<file path="config.mk">
export PLATFORM = sky130hd
export DESIGN_NAME = epc_eprom_program_control
export DESIGN_NICKNAME = d
export VERILOG_FILES = /design/src/rtl/epc_pkg.sv /design/src/rtl/epc_eprom_program_control.sv
export VERILOG_INCLUDE_DIRS = /design/src /design/src/rtl
export SDC_FILE = /design/constraint.sdc
export NUM_CORES = 1
export LEC_CHECK = 0
export ABC_AREA = 1
export BUFFER_PORTS_ARGS = -buffer_cell sky130_fd_sc_hd__buf_2
export CORE_MARGIN = 3
export CORE_UTILIZATION = 48
export CTS_CLUSTER_DIAMETER = 50
export DETAILED_ROUTE_END_ITERATION = 10
export HOLD_SLACK_MARGIN = 0.08
export PLACE_DENSITY = 0.85
export REMOVE_ABC_BUFFERS = 1
export SLEW_MARGIN = 25
export SYNTH_ARGS = -nofsm -noshare
export SYNTH_HDL_FRONTEND = slang
export SYNTH_SLANG_ARGS = --single-unit
</file>
<file path="constraint.sdc">
create_clock -name clk_i -period 1.6 [get_ports clk_i]
set_input_delay 0 -clock clk_i [delete_from_list [all_inputs] [get_ports clk_i]]
set_output_delay 0 -clock clk_i [all_outputs]
set_load 0.02 [all_outputs]
</file>
<file path="src/rtl/epc_regs.svh">
`ifndef EPC_REGS_SVH
`define EPC_REGS_SVH
`define EPC_ADDR_CTRL 4'h0
`define EPC_ADDR_STATUS 4'h4
`define EPC_ADDR_CAPT 4'h8
`define EPC_CTRL_LATCH 2
`define EPC_CTRL_VOLT 0
`define EPC_CTRL_RESET 8'h00
`define EPC_BOOT_ROM_LO 14'h3F00
`define EPC_BOOT_ROM_HI 14'h3FEF
`endif

</file>
<file path="src/rtl/epc_pkg.sv">
package epc_pkg;
   typedef enum logic [3:0]
   {
      EPC_FN_EPROM_WRITE_CONTROL_VERIFY = 4'b0001,
      EPC_FN_VERIFY_ONLY = 4'b0010,
      EPC_FN_LOAD_RAM = 4'b0100,
      EPC_FN_NONE = 4'b1000
   } epc_func_t;
   typedef struct packed
   {
      logic [13:0] addr;
      logic [7:0] data;
   } epc_capture_t;
endpackage

</file>
<file path="src/rtl/epc_eprom_program_control.sv">
// Decided for this implementation: the Wishbone register port and the placing of the registers.
`timescale 1ns/1ps
`default_nettype none
`include "epc_regs.svh"
module epc_eprom_program_control
   import epc_pkg::*;
#(
   // Array geometry; the capture record fixes both
   parameter int ADDR_W = 14,
   parameter int DATA_W = 8
)
(
   // Clock and reset
   input wire logic clk_i,
   input wire logic rst_i,
   // Wishbone slave
   input wire logic cyc_i,
   input wire logic stb_i,
   input wire logic we_i,
   input wire logic [3:0] adr_i,
   input wire logic [3:0] sel_i,
   input wire logic [31:0] dat_i,
   output logic [31:0] dat_o,
   output logic ack_o,
   // CPU side EPROM bus
   input wire logic cpu_wr_i,
   input wire logic [ADDR_W-1:0] cpu_addr_i,
   input wire logic [DATA_W-1:0] cpu_wdata_i,
   output logic cpu_read_enable_o,
   // Mode straps
   input wire logic irq_at_test_level_i,
   input wire logic capture_input_pin_i,
   input wire logic function_select_hi_i,
   input wire logic function_select_mid_i,
   input wire logic function_select_lo_i,
   // EPROM array and indicators
   output logic program_voltage_enable_o,
   output logic [ADDR_W-1:0] eprom_addr_o,
   output logic [DATA_W-1:0] eprom_data_o,
   output logic boot_mode_o,
   output logic boot_rom_sel_o,
   output logic programming_indicator_out_o,
   output logic verify_indicator_out_o
);
   // Control register and its next value
   logic latch_ff;
   logic volt_ff;
   logic nxt_latch;
   logic nxt_volt;

   // Capture of the byte under programming
   logic armed_ff;
   logic captured_ff;
   epc_capture_t capt_ff;

   // Mode taken after reset
   logic rst_d_ff;
   logic boot_ff;
   epc_func_t func_ff;
   epc_func_t nxt_func;

   // Bus answer
   logic ack_ff;
   logic [31:0] rdata_ff;

   // The capture record holds a 14-bit address and an 8-bit byte
   if (ADDR_W != 14 || DATA_W != 8)
   begin : g_width_check
      $error("array widths do not fit the capture record");
   end

   // Control word as read back, reserved bits as zero
   function automatic logic [31:0] ctrl_word(input logic latch,
      input logic volt);
      logic [31:0] word;
      word = 32'h0000_0000;
      word[`EPC_CTRL_LATCH] = latch;
      word[`EPC_CTRL_VOLT] = volt;
      return word;
   endfunction

   // Boot ROM window decode
   function automatic logic rom_hit(input logic [ADDR_W-1:0] a);
      return a >= `EPC_BOOT_ROM_LO && a <= `EPC_BOOT_ROM_HI;
   endfunction

   // A request is taken once; the ack cycle blocks a second take
   wire logic req = cyc_i && stb_i && !ack_ff;
   wire logic wr_ctrl = req && we_i && sel_i[0] &&
      (adr_i == `EPC_ADDR_CTRL);
   wire logic w_latch = dat_i[`EPC_CTRL_LATCH];
   wire logic w_volt = dat_i[`EPC_CTRL_VOLT];
   wire logic [2:0] fsel = {function_select_hi_i, function_select_mid_i,
      function_select_lo_i};
   wire logic in_rom = rom_hit(cpu_addr_i);
   wire logic boot_strap = irq_at_test_level_i && capture_input_pin_i;
   // Only a write outside the boot ROM is a byte to program
   wire logic take_byte = armed_ff && cpu_wr_i && !in_rom;
   wire logic [31:0] status_word = {24'h0, func_ff, armed_ff, captured_ff,
      volt_ff, boot_ff};
   wire logic [31:0] capt_word = {10'h0, capt_ff};
   // Eprom_write_control/verify lights the verify lamp until a byte is under way
   wire logic verify_phase = func_ff == EPC_FN_VERIFY_ONLY ||
      (func_ff == EPC_FN_EPROM_WRITE_CONTROL_VERIFY && !latch_ff && !captured_ff);

   // Voltage may rise only on a later write than the one setting latch
   always_comb
   begin
      nxt_latch = latch_ff;
      nxt_volt = volt_ff;
      if (wr_ctrl)
      begin
         nxt_latch = w_latch;
         nxt_volt = w_volt && latch_ff && !(w_latch && !latch_ff);
         if (w_latch && w_volt && !latch_ff)
            nxt_volt = 1'b0;
         // Voltage cannot outlive a latch clear
         if (!w_latch)
            nxt_volt = 1'b0;
      end
   end

   // One-hot function code from the three select pins
   always_comb
   begin
      case (fsel)
         3'b000: nxt_func = EPC_FN_EPROM_WRITE_CONTROL_VERIFY;
         3'b001: nxt_func = EPC_FN_VERIFY_ONLY;
         3'b010: nxt_func = EPC_FN_LOAD_RAM;
         default: nxt_func = EPC_FN_NONE;
      endcase
   end

   // Mode caught on the first clock after reset release
   always_ff @(posedge clk_i)
   begin
      rst_d_ff <= rst_i;
      if (rst_i)
      begin
         boot_ff <= 1'b0;
         func_ff <= EPC_FN_NONE;
      end
      else if (rst_d_ff)
      begin
         boot_ff <= boot_strap;
         func_ff <= nxt_func;
      end
   end

   // Control register; reset clears both bits
   always_ff @(posedge clk_i)
   begin
      if (rst_i)
      begin
         latch_ff <= 1'b0;
         volt_ff <= 1'b0;
      end
      else
      begin
         latch_ff <= nxt_latch;
         volt_ff <= nxt_volt;
      end
   end

   // Arm on latch set, capture first EPROM write after that
   always_ff @(posedge clk_i)
   begin
      if (rst_i || !latch_ff)
      begin
         armed_ff <= 1'b0;
         captured_ff <= 1'b0;
         capt_ff <= '0;
      end
      // A clock of delay keeps the latch-setting cycle out of the capture
      else if (!armed_ff && !captured_ff)
         armed_ff <= 1'b1;
      else if (take_byte)
      begin
         armed_ff <= 1'b0;
         captured_ff <= 1'b1;
         capt_ff <= '{addr: cpu_addr_i, data: cpu_wdata_i};
      end
   end

   // Answer registered one cycle after the take
   always_ff @(posedge clk_i)
   begin
      if (rst_i)
      begin
         ack_ff <= 1'b0;
         rdata_ff <= 32'h0000_0000;
      end
      else
      begin
         ack_ff <= req;
         case (adr_i)
            `EPC_ADDR_CTRL:
               rdata_ff <= ctrl_word(latch_ff, volt_ff);
            `EPC_ADDR_STATUS:
               rdata_ff <= status_word;
            `EPC_ADDR_CAPT:
               rdata_ff <= capt_word;
            // Unmapped offsets read as zero
            default:
               rdata_ff <= 32'h0000_0000;
         endcase
      end
   end

   assign ack_o = ack_ff;
   assign dat_o = rdata_ff;
   // Latch clear reopens the normal read path
   assign cpu_read_enable_o = !latch_ff;
   assign program_voltage_enable_o = volt_ff;
   // Latched address drives the array while programming
   assign eprom_addr_o = latch_ff ? capt_ff.addr : cpu_addr_i;
   assign eprom_data_o = capt_ff.data;
   assign boot_mode_o = boot_ff;
   assign boot_rom_sel_o = boot_ff && in_rom;
   // In boot mode the indicators follow programming voltage and verify selection
   assign programming_indicator_out_o = boot_ff && volt_ff;
   assign verify_indicator_out_o = boot_ff && verify_phase;
endmodule // epc_eprom_program_control
`default_nettype wire

</file>
==> impl_metrics.json, run 1 <==
{
  "drive_above_1_share_pct": 23.04,
  "detailroute.via_count": 2606,
  "cts.root.buffer_cell": "sky130_fd_sc_hd__clkbuf_8",
  "avgViaCountPerCell": 4.826,
  "grt_pass1_vias": 2423,
  "startpoint_kind_of_the_worst_setup_timing_path": "input port",
  "cts_tree": "yes",
  "portBuffers": 90,
  "layout-area-overhead-vs-synth_pct": 32.77,
  "layout_commonest_cell": "sky130_fd_sc_hd__buf_2",
  "power_frac_comb_pct": 12.1,
  "cp-startpoint": "cpu_addr_i[13]",
  "design_area_um2": 3366,
  "clock_latency_ps": 300,
  "min-delay-path-class": "input port to flip-flop",
  "cp_max_fo": 47,
  "min-delay-start": "adr_i[0]",
  "fin_util_pct": 68.54,
  "fp.dieArea_um2": 6189,
  "cts.sinks": 55,
  "htree_num_levels": 2,
  "initial_utilization_pct": 51.62,
  "synthesis.area_per_instance_um2": 7.003,
  "drv.max_cap_violation_count": 0,
  "hold_ws_ps": 129.6,
  "wire_per_inst_um": 12.69,
  "antenna_left": 0,
  "drcViolationCount": 0,
  "final_period_minus_worst_setup_slack_ps": 1439,
  "worst-endpoint-required_ps": 1600,
  "worst_ep_arrival_time_ps": 1440,
  "rsz_0062_raised_after_global_routing": "false",
  "fin_setup_tns_ps": 0,
  "finalWirelength_um": 6855,
  "timing_hold_violations_final": 0,
  "fin_crit_sh_pct": 89.96,
  "drt_first_pass_iters": 6,
  "post_cts_buffers": 0,
  "max_freq_ghz": 0.6947,
  "power_frac_seq_pct": 57.4,
  "post-route-worst-setup-slack_ps": 160.6,
  "power.density_nw_per_um2": 716.9,
  "end_kind": "output port",
  "die-height_um": 78.67,
  "final_cell_mix": "90 x sky130_fd_sc_hd__buf_2, 77 x sky130_fd_sc_hd__nand2_1, 55 x sky130_fd_sc_hd__dfxtp_1",
  "clk_pin_slew_worst_paths_ps": 90,
  "setup_viol": 0,
  "die_width_um": 78.67,
  "synth-seq-cells": 55,
  "ys_seq_area_share_pct": 43.44,
  "kind_of_critical_path": "input port to output port",
  "globalRouteOverflowTotal": 0,
  "grt_start_max_net_pins": 48,
  "grt_total_usage_pct": 22.27,
  "worst_vdd_ir_mv": 0.4441,
  "sw_frac_of_total_pct": 24.74,
  "grt_pass1_wl_um": 10980,
  "synthesis.instances": 362,
  "pwr-share-clk_pct": 30.5,
  "dp_hpwl_um": 4345,
  "cts-buffers-inserted": 5,
  "placedCellCount": 497,
  "syn_area_um2": 2535,
  "count_of_non_filler_cells_in_the_finished_layout": 540,
  "status": "complete, no violations",
  "total_power_mw": 2.413,
  "post-place-ws_ps": 440.5,
  "placement.cell_area_um2": 2934,
  "coreArea_um2": 4911,
  "power.static_leakage_nw": 1.504,
  "boundaryPins": 134,
  "finalNetCount": 545,
  "power.internal_mw": 1.816,
  "cts-root-to-sink-buffers": 2,
  "switchingPower_mw": 0.5969,
  "crit-reg2reg-launch": "rst_d_ff",
  "antenna_found_initial": 0,
  "setup_clock_skew_after_layout_ps": 6.484,
  "routabilityCongestion": 0.8470,
  "post_synth_num_cell_types": 23,
  "synth.yosys.warnings": 0,
  "dr.first_iter.drc_count": 173,
  "n_antenna_cell": 0,
  "slew_violations": 0,
  "row_count": 25
}
## power groups by stage
stage          Combinational (mW)  Sequential (mW)  Clock, mW
3_5_place_dp                0.221             1.42          0
6_report                    0.292             1.38      0.736
2_1_floorplan               0.111             1.42          0
3_3_place_gp                0.217             1.42          0
4_1_cts                     0.285             1.38      0.758
5_1_grt                     0.320             1.39      0.804
## layer usage
metal,vias up,global-route usage [%],routed length (um)
met5,-,0,0
met4,0,9.790,186
met3,19,2.982,405
met2,112,40.66,3521
met1,1142,25.64,2742
li1,1333,-,-
## critical path, cell delays in order
cell	delay [ps]
sky130_fd_sc_hd__dlygate4sd3_1	540
sky130_fd_sc_hd__buf_2	110
sky130_fd_sc_hd__nand2_1	60
sky130_fd_sc_hd__nor2_2	140
sky130_fd_sc_hd__nand3_2	110
sky130_fd_sc_hd__buf_12	200
sky130_fd_sc_hd__nor2_1	110
sky130_fd_sc_hd__buf_2	170
## final cells by class
type | count | area, um^2
multi-input cells | 236 | 1055
inverters | 43 | 161.4
clock inverters | 1 | 5.005
repair buffers | 131 | 883.3
clock buffers | 7 | 76.32
fillers | 414 | 1545
well taps | 67 | 83.83
flip-flops and latches | 55 | 1101
## cells by family (layout without fill, tap and decap cells)
| kind of cell | Yosys count | after routing | synth area share, % |
|---|---|---|---|
| compound gates | 59 | 59 | 11.85 |
| buf+inv | 80 | 182 | 16.29 |
| flops | 55 | 55 | 43.44 |
| other cells | 1 | 10 | 0.1479 |
| simple gates | 167 | 167 | 28.28 |
## sequential cells by signal, summed over array words and instances (netlist names)
name,flops
rst_d_ff,1
dat_o,22
captured_ff,1
program_voltage_enable_o,1
capt_ff,14
latch_ff,1
func_ff,4
boot_mode_o,1
ack_o,1
eprom_data_o,8
armed_ff,1
## synth_stat cells (all sizes together)
master | count | area (um^2)
nand4 | 10 | 62.56
a21oi | 37 | 185.2
nor2 | 48 | 192.7
a211oi | 1 | 7.510
and3 | 1 | 6.260
o21ai | 20 | 100.1
inv | 42 | 157.6
nand3 | 29 | 155.2
clkbuf | 3 | 11.26
nor3 | 1 | 5.000
conb | 1 | 3.750
nand2 | 77 | 289.0
clkinv | 1 | 3.750
dfxtp | 55 | 1101
and2 | 1 | 6.260
buf | 34 | 240.2
o21bai | 1 | 7.510
## final timing paths
check | depth (start not counted) | slack [ps] | end
hold reg to reg | 2 | 460 | dat_o[8]
hold / removal | 6 | 130 | dat_o[4]
setup / recovery | 8 | 160 | boot_rom_sel_o
setup reg to reg | 4 | 220 | boot_mode_o
## what timing repair did
action	CTS	global route
hold buffers	35	0
gates resized for setup	0	0
endpoints found under the hold margin	37	0
No activity file was read; power rests on OpenSTA's default activity.
==> run 2: changes to the inputs <==
- CAP_MARGIN: default -> 20
- MAX_ROUTING_LAYER: default -> met4
==> run 2 against run 1 <==
Sequential share of layout area unchanged. Non-clock buffer count did not move. Count of clock-buffer cells in the layout unchanged. Global-route usage rose by 0.63 points. Register-to-register slack barely moved. Combinational power barely moved. Via count down 0.23%. Largest cell class unchanged.
==> impl_metrics.json, run 2 (synthesized netlist as in run 1, its figures left out) <==
{
  "n_fill_cell": 414,
  "cts_tree": "yes",
  "final_cell_mix": "90 x sky130_fd_sc_hd__buf_2, 77 x sky130_fd_sc_hd__nand2_1, 55 x sky130_fd_sc_hd__dfxtp_1",
  "worst_ep_arrival_time_ps": 1440,
  "kind_of_critical_path": "input port to output port",
  "globalRouteOverflowTotal": 0,
  "cts-buffers-inserted": 5,
  "grt_pass1_vias": 2425,
  "setup_viol": 0,
  "initial_utilization_pct": 51.62,
  "wire_per_inst_um": 12.69,
  "drive_above_1_share_pct": 23.04,
  "layout_commonest_cell": "sky130_fd_sc_hd__buf_2",
  "avgViaCountPerCell": 4.815,
  "detailroute.via_count": 2600,
  "routabilityCongestion": 0.8603,
  "final_period_minus_worst_setup_slack_ps": 1440,
  "power.density_nw_per_um2": 716.4,
  "drv.max_cap_violation_count": 0,
  "min-delay-path-class": "input port to flip-flop",
  "max_freq_ghz": 0.6943,
  "antenna_found_initial": 0,
  "n_antenna_cell": 0,
  "largest_register_ffs": 22,
  "startpoint_kind_of_the_worst_setup_timing_path": "input port",
  "grt_start_max_net_pins": 48,
  "end_kind": "output port",
  "fp.dieArea_um2": 6189,
  "grt_pass1_wl_um": 11010,
  "multiInputGateArea_um2": 1055,
  "post_cts_sizing": 0,
  "hold_buffer_count_at_cts": 35,
  "worst_vdd_ir_mv": 0.4444,
  "post_cts_buffers": 0,
  "cp_max_fo": 47,
  "coreArea_um2": 4911,
  "finalWirelength_um": 6850,
  "slew_violations": 0,
  "cts.root.buffer_cell": "sky130_fd_sc_hd__clkbuf_8",
  "power.static_leakage_nw": 1.504,
  "dp_hpwl_um": 4345,
  "clk_pin_slew_worst_paths_ps": 90,
  "row_count": 25,
  "htree_num_levels": 2,
  "portBuffers": 90,
  "hold_ws_ps": 132.9,
  "clock_latency_ps": 300,
  "boundaryPins": 134,
  "drcViolationCount": 0,
  "drt_first_pass_iters": 5,
  "dr.first_iter.drc_count": 188,
  "rsz_0062_raised_after_global_routing": "false",
  "cts.sinks": 55,
  "count_of_non_filler_cells_in_the_finished_layout": 540,
  "die-height_um": 78.67,
  "finalNetCount": 545,
  "worst-endpoint-required_ps": 1600,
  "die_width_um": 78.67,
  "fin_crit_sh_pct": 90.02,
  "placedCellCount": 497,
  "layout-area-overhead-vs-synth_pct": 32.77,
  "register_cell_area_after_layout_um2": 1101,
  "status": "complete, no violations",
  "timing_hold_violations_final": 0,
  "setup_clock_skew_after_layout_ps": 3.183,
  "grt_total_usage_pct": 22.90,
  "antenna_left": 0,
  "cts-root-to-sink-buffers": 2
}
-- run 2: cell counts in the layout (fill, tap and decap cells not counted) --
No cell type changed its count.
-- run 2: layer usage --
layer	vias up	global-route usage, %	part of all wire [%]
met3	14	2.752	5.2
met1	1144	25.92	40
met2	109	40.58	52
met4	0	9.790	2.3
met5	-	-	0
li1	1333	-	-
-- run 2: path summary, 6_finish.rpt --
path / start / endpoint / slack [ps] / depth (start not counted)
min: dat_i[0] / program_voltage_enable_o / 130 / 4
min reg2reg: capt_ff[15] / dat_o[15] / 460 / 2
max: cpu_addr_i[13] / boot_rom_sel_o / 160 / 8
max reg2reg: ack_o / program_voltage_enable_o / 220 / 6
-- run 2: final cells by class --
| class | instances | share of cell area (%) |
|---|---|---|
| well taps | 67 | 2.491 |
| clock inverters | 1 | 0.1487 |
| flip-flops and latches | 55 | 32.71 |
| inverters | 43 | 4.796 |
| repair buffers | 131 | 26.25 |
| multi-input cells | 236 | 31.34 |
| clock buffers | 7 | 2.268 |
-- run 2: power breakdown --
part           switching [mW]  internal (mW)
Combinational           0.161          0.130
Sequential            0.00742           1.38
Clock                   0.427          0.308
Total                   0.595           1.82
-- run 2: through the flow --
step | TNS, ps | power, mW | worst slack, ps | utilization (%) | cell area (um^2)
floorplan | -4577 | 1.531 | -297.8 | - | 2317
global placement | 0 | 1.633 | 460.7 | 59.75 | 2934
detailed placement | 0 | 1.637 | 440.5 | 59.75 | 2934
CTS | 0 | 2.428 | 182.3 | 68.54 | 3366
global route | 0 | 2.513 | 20.62 | 68.54 | 3366
finish | 0 | 2.411 | 159.7 | 68.54 | 3366
-- run 2: worst max-delay path, cell delays in order --
cell	delay, ps
sky130_fd_sc_hd__dlygate4sd3_1	530
sky130_fd_sc_hd__buf_2	110
sky130_fd_sc_hd__nand2_1	60
sky130_fd_sc_hd__nor2_2	140
sky130_fd_sc_hd__nand3_2	110
sky130_fd_sc_hd__buf_12	200
sky130_fd_sc_hd__nor2_1	110
sky130_fd_sc_hd__buf_2	170
==> run 3: changes to the inputs <==
- CORE_UTILIZATION: 48 -> 45
- PLACE_DENSITY: 0.85 -> 0.8
- clock period: 1.6 -> 1.5 ns (I/O delays scaled with it)
==> run 3 against run 2 <==
Total power is 16% higher. Final area is 0.78% higher. Count of clock-buffer cells in the layout fell by 2. Core utilization decreased by 4.2 points. Routed wire length down 3.9%. Non-clock buffer count did not move. Clock skew increased by 3.9 ps. Setup slack got worse by 69 ps.
==> impl_metrics.json, run 3 (synthesized netlist as in run 1, its figures left out) <==
{
  "wire_per_inst_um": 12.13,
  "detailroute.via_count": 2555,
  "layout-area-overhead-vs-synth_pct": 33.81,
  "fin_setup_tns_ps": 0,
  "fin_crit_sh_pct": 93.97,
  "drive_above_1_share_pct": 23.68,
  "grt_pass1_wl_um": 10670,
  "finalNetCount": 545,
  "pwr-share-clk_pct": 35.8,
  "initial_utilization_pct": 48.10,
  "power.internal_mw": 2.115,
  "layout_commonest_cell": "sky130_fd_sc_hd__buf_2",
  "min-delay-path-class": "input port to flip-flop",
  "globalRouteOverflowTotal": 0,
  "routabilityCongestion": 0.8695,
  "post_cts_buffers": 0,
  "crit-reg2reg-launch": "rst_d_ff",
  "worst_vdd_ir_mv": 0.4466,
  "min_delay_worst_endpoint": "dat_o[3]",
  "switchingPower_mw": 0.6749,
  "r2r-end": "boot_mode_o",
  "regToRegSetupSlack_ps": 100,
  "coreArea_um2": 5270,
  "kind_of_critical_path": "input port to output port",
  "cts.root.buffer_cell": "sky130_fd_sc_hd__clkbuf_8",
  "design_area_um2": 3392,
  "hold_ws_ps": 121.9,
  "worstHoldPathCells": 4,
  "cts-buffers-inserted": 5,
  "largest_register_ffs": 22,
  "status": "complete, no violations",
  "drt_first_pass_iters": 4,
  "cp_max_fo": 47,
  "placement.cell_area_um2": 2925,
  "fp.dieArea_um2": 6570,
  "fin_util_pct": 64.36,
  "min-delay-start": "adr_i[3]",
  "grt_pass1_vias": 2429,
  "max_freq_ghz": 0.7095,
  "n_fill_cell": 477,
  "die-height_um": 81.06,
  "sw_frac_of_total_pct": 24.19,
  "cts.sinks": 55,
  "antenna_found_initial": 0,
  "rsz_0062_raised_after_global_routing": "false",
  "clock_latency_ps": 310,
  "power_frac_comb_pct": 11.2,
  "startpoint_kind_of_the_worst_setup_timing_path": "input port",
  "final_cell_mix": "90 x sky130_fd_sc_hd__buf_2, 77 x sky130_fd_sc_hd__nand2_1, 55 x sky130_fd_sc_hd__dfxtp_1",
  "avgViaCountPerCell": 4.705,
  "grt_total_usage_pct": 21.39,
  "end_kind": "output port",
  "clk_pin_slew_worst_paths_ps": 100,
  "timing_hold_violations_final": 0,
  "final_period_minus_worst_setup_slack_ps": 1410,
  "antenna_left": 0,
  "finalWirelength_um": 6585,
  "worst-endpoint-required_ps": 1500,
  "dr.first_iter.drc_count": 138,
  "setup_clock_skew_after_layout_ps": 7.085,
  "drcViolationCount": 0,
  "power.static_leakage_nw": 1.517,
  "htree_num_levels": 2,
  "drv.max_cap_violation_count": 0,
  "setup_viol": 0,
  "grt_start_max_net_pins": 48,
  "cts_tree": "yes",
  "power.density_nw_per_um2": 822.4,
  "power_frac_seq_pct": 53.0,
  "slew_violations": 0,
  "row_count": 26,
  "n_antenna_cell": 0,
  "portBuffers": 90,
  "boundaryPins": 134,
  "rr_worst_depth": 4,
  "dp_hpwl_um": 4238,
  "die_width_um": 81.06,
  "cts-root-to-sink-buffers": 2,
  "worst_ep_arrival_time_ps": 1410
}
[run 3: cell count changes in the layout (fill, tap and decap cells not counted), sizes merged]
| cell | delta |
|---|---|
| bufinv | +1 |
| inv | +1 |
| clkbuf | -2 |
[run 3: metal layers]
layer	vias up	GRT usage, %	part of all wire [%]
met3	20	4.656	5.5
met4	0	8.784	3.0
met2	86	37.44	50
met5	-	-	0
li1	1330	-	-
met1	1119	23.47	41
[run 3: final cells by class]
cell class                 instances  area (um^2)  share of cell area (%)
clock inverter                     3        47.55                   1.402
clock buffer                       5        68.82                   2.029
inverter                          43        161.4                   4.758
timing repair buffer             131        870.8                   25.67
sequential                        55         1101                   32.46
multi-input combinational        236         1055                   31.10
tap                               70        87.58                   2.582
[run 3: power by group through the flow]
stage	combinational, mW	sequential, mW	clock, mW
finish	0.312	1.48	0.999
global route	0.343	1.48	1.08
CTS	0.304	1.48	1.02
detailed placement	0.235	1.51	0
global placement	0.233	1.51	0
floorplan	0.119	1.51	0
[run 3: stage by stage]
stage	total power [mW]	instances	setup WS, ps
CTS	2.803	543	111.6
global route	2.900	543	13.97
detailed placement	1.746	500	321.6
floorplan	1.633	334	-397.8
global placement	1.744	500	353.0
finish	2.790	543	90.48
[run 3: critical path: stages]
cell	delay [ps]
sky130_fd_sc_hd__dlygate4sd3_1	560
sky130_fd_sc_hd__buf_2	130
sky130_fd_sc_hd__nand2_1	60
sky130_fd_sc_hd__nor2_2	100
sky130_fd_sc_hd__nand3_2	100
sky130_fd_sc_hd__buf_12	190
sky130_fd_sc_hd__nor2_1	100
sky130_fd_sc_hd__buf_2	170
[run 3: worst max-delay path by stage]
stage / cells past startpoint / from / to / slack, ps
2_1_floorplan: 4 / latch_ff / armed_ff / -400
3_3_place_gp: 5 / latch_ff / capt_ff[13] / 350
3_5_place_dp: 5 / latch_ff / eprom_data_o[2] / 320
4_1_cts: 8 / cpu_addr_i[13] / boot_rom_sel_o / 110
5_1_grt: 8 / cpu_addr_i[13] / boot_rom_sel_o / 10
6_report: 8 / cpu_addr_i[10] / boot_rom_sel_o / 90
[run 3: timing repair]
action                                  4_1_cts  5_1_grt
resized for setup                             0        1
hold endpoints to repair                     37        0
hold buffers                                 35        0
endpoints found under the setup margin        0        1
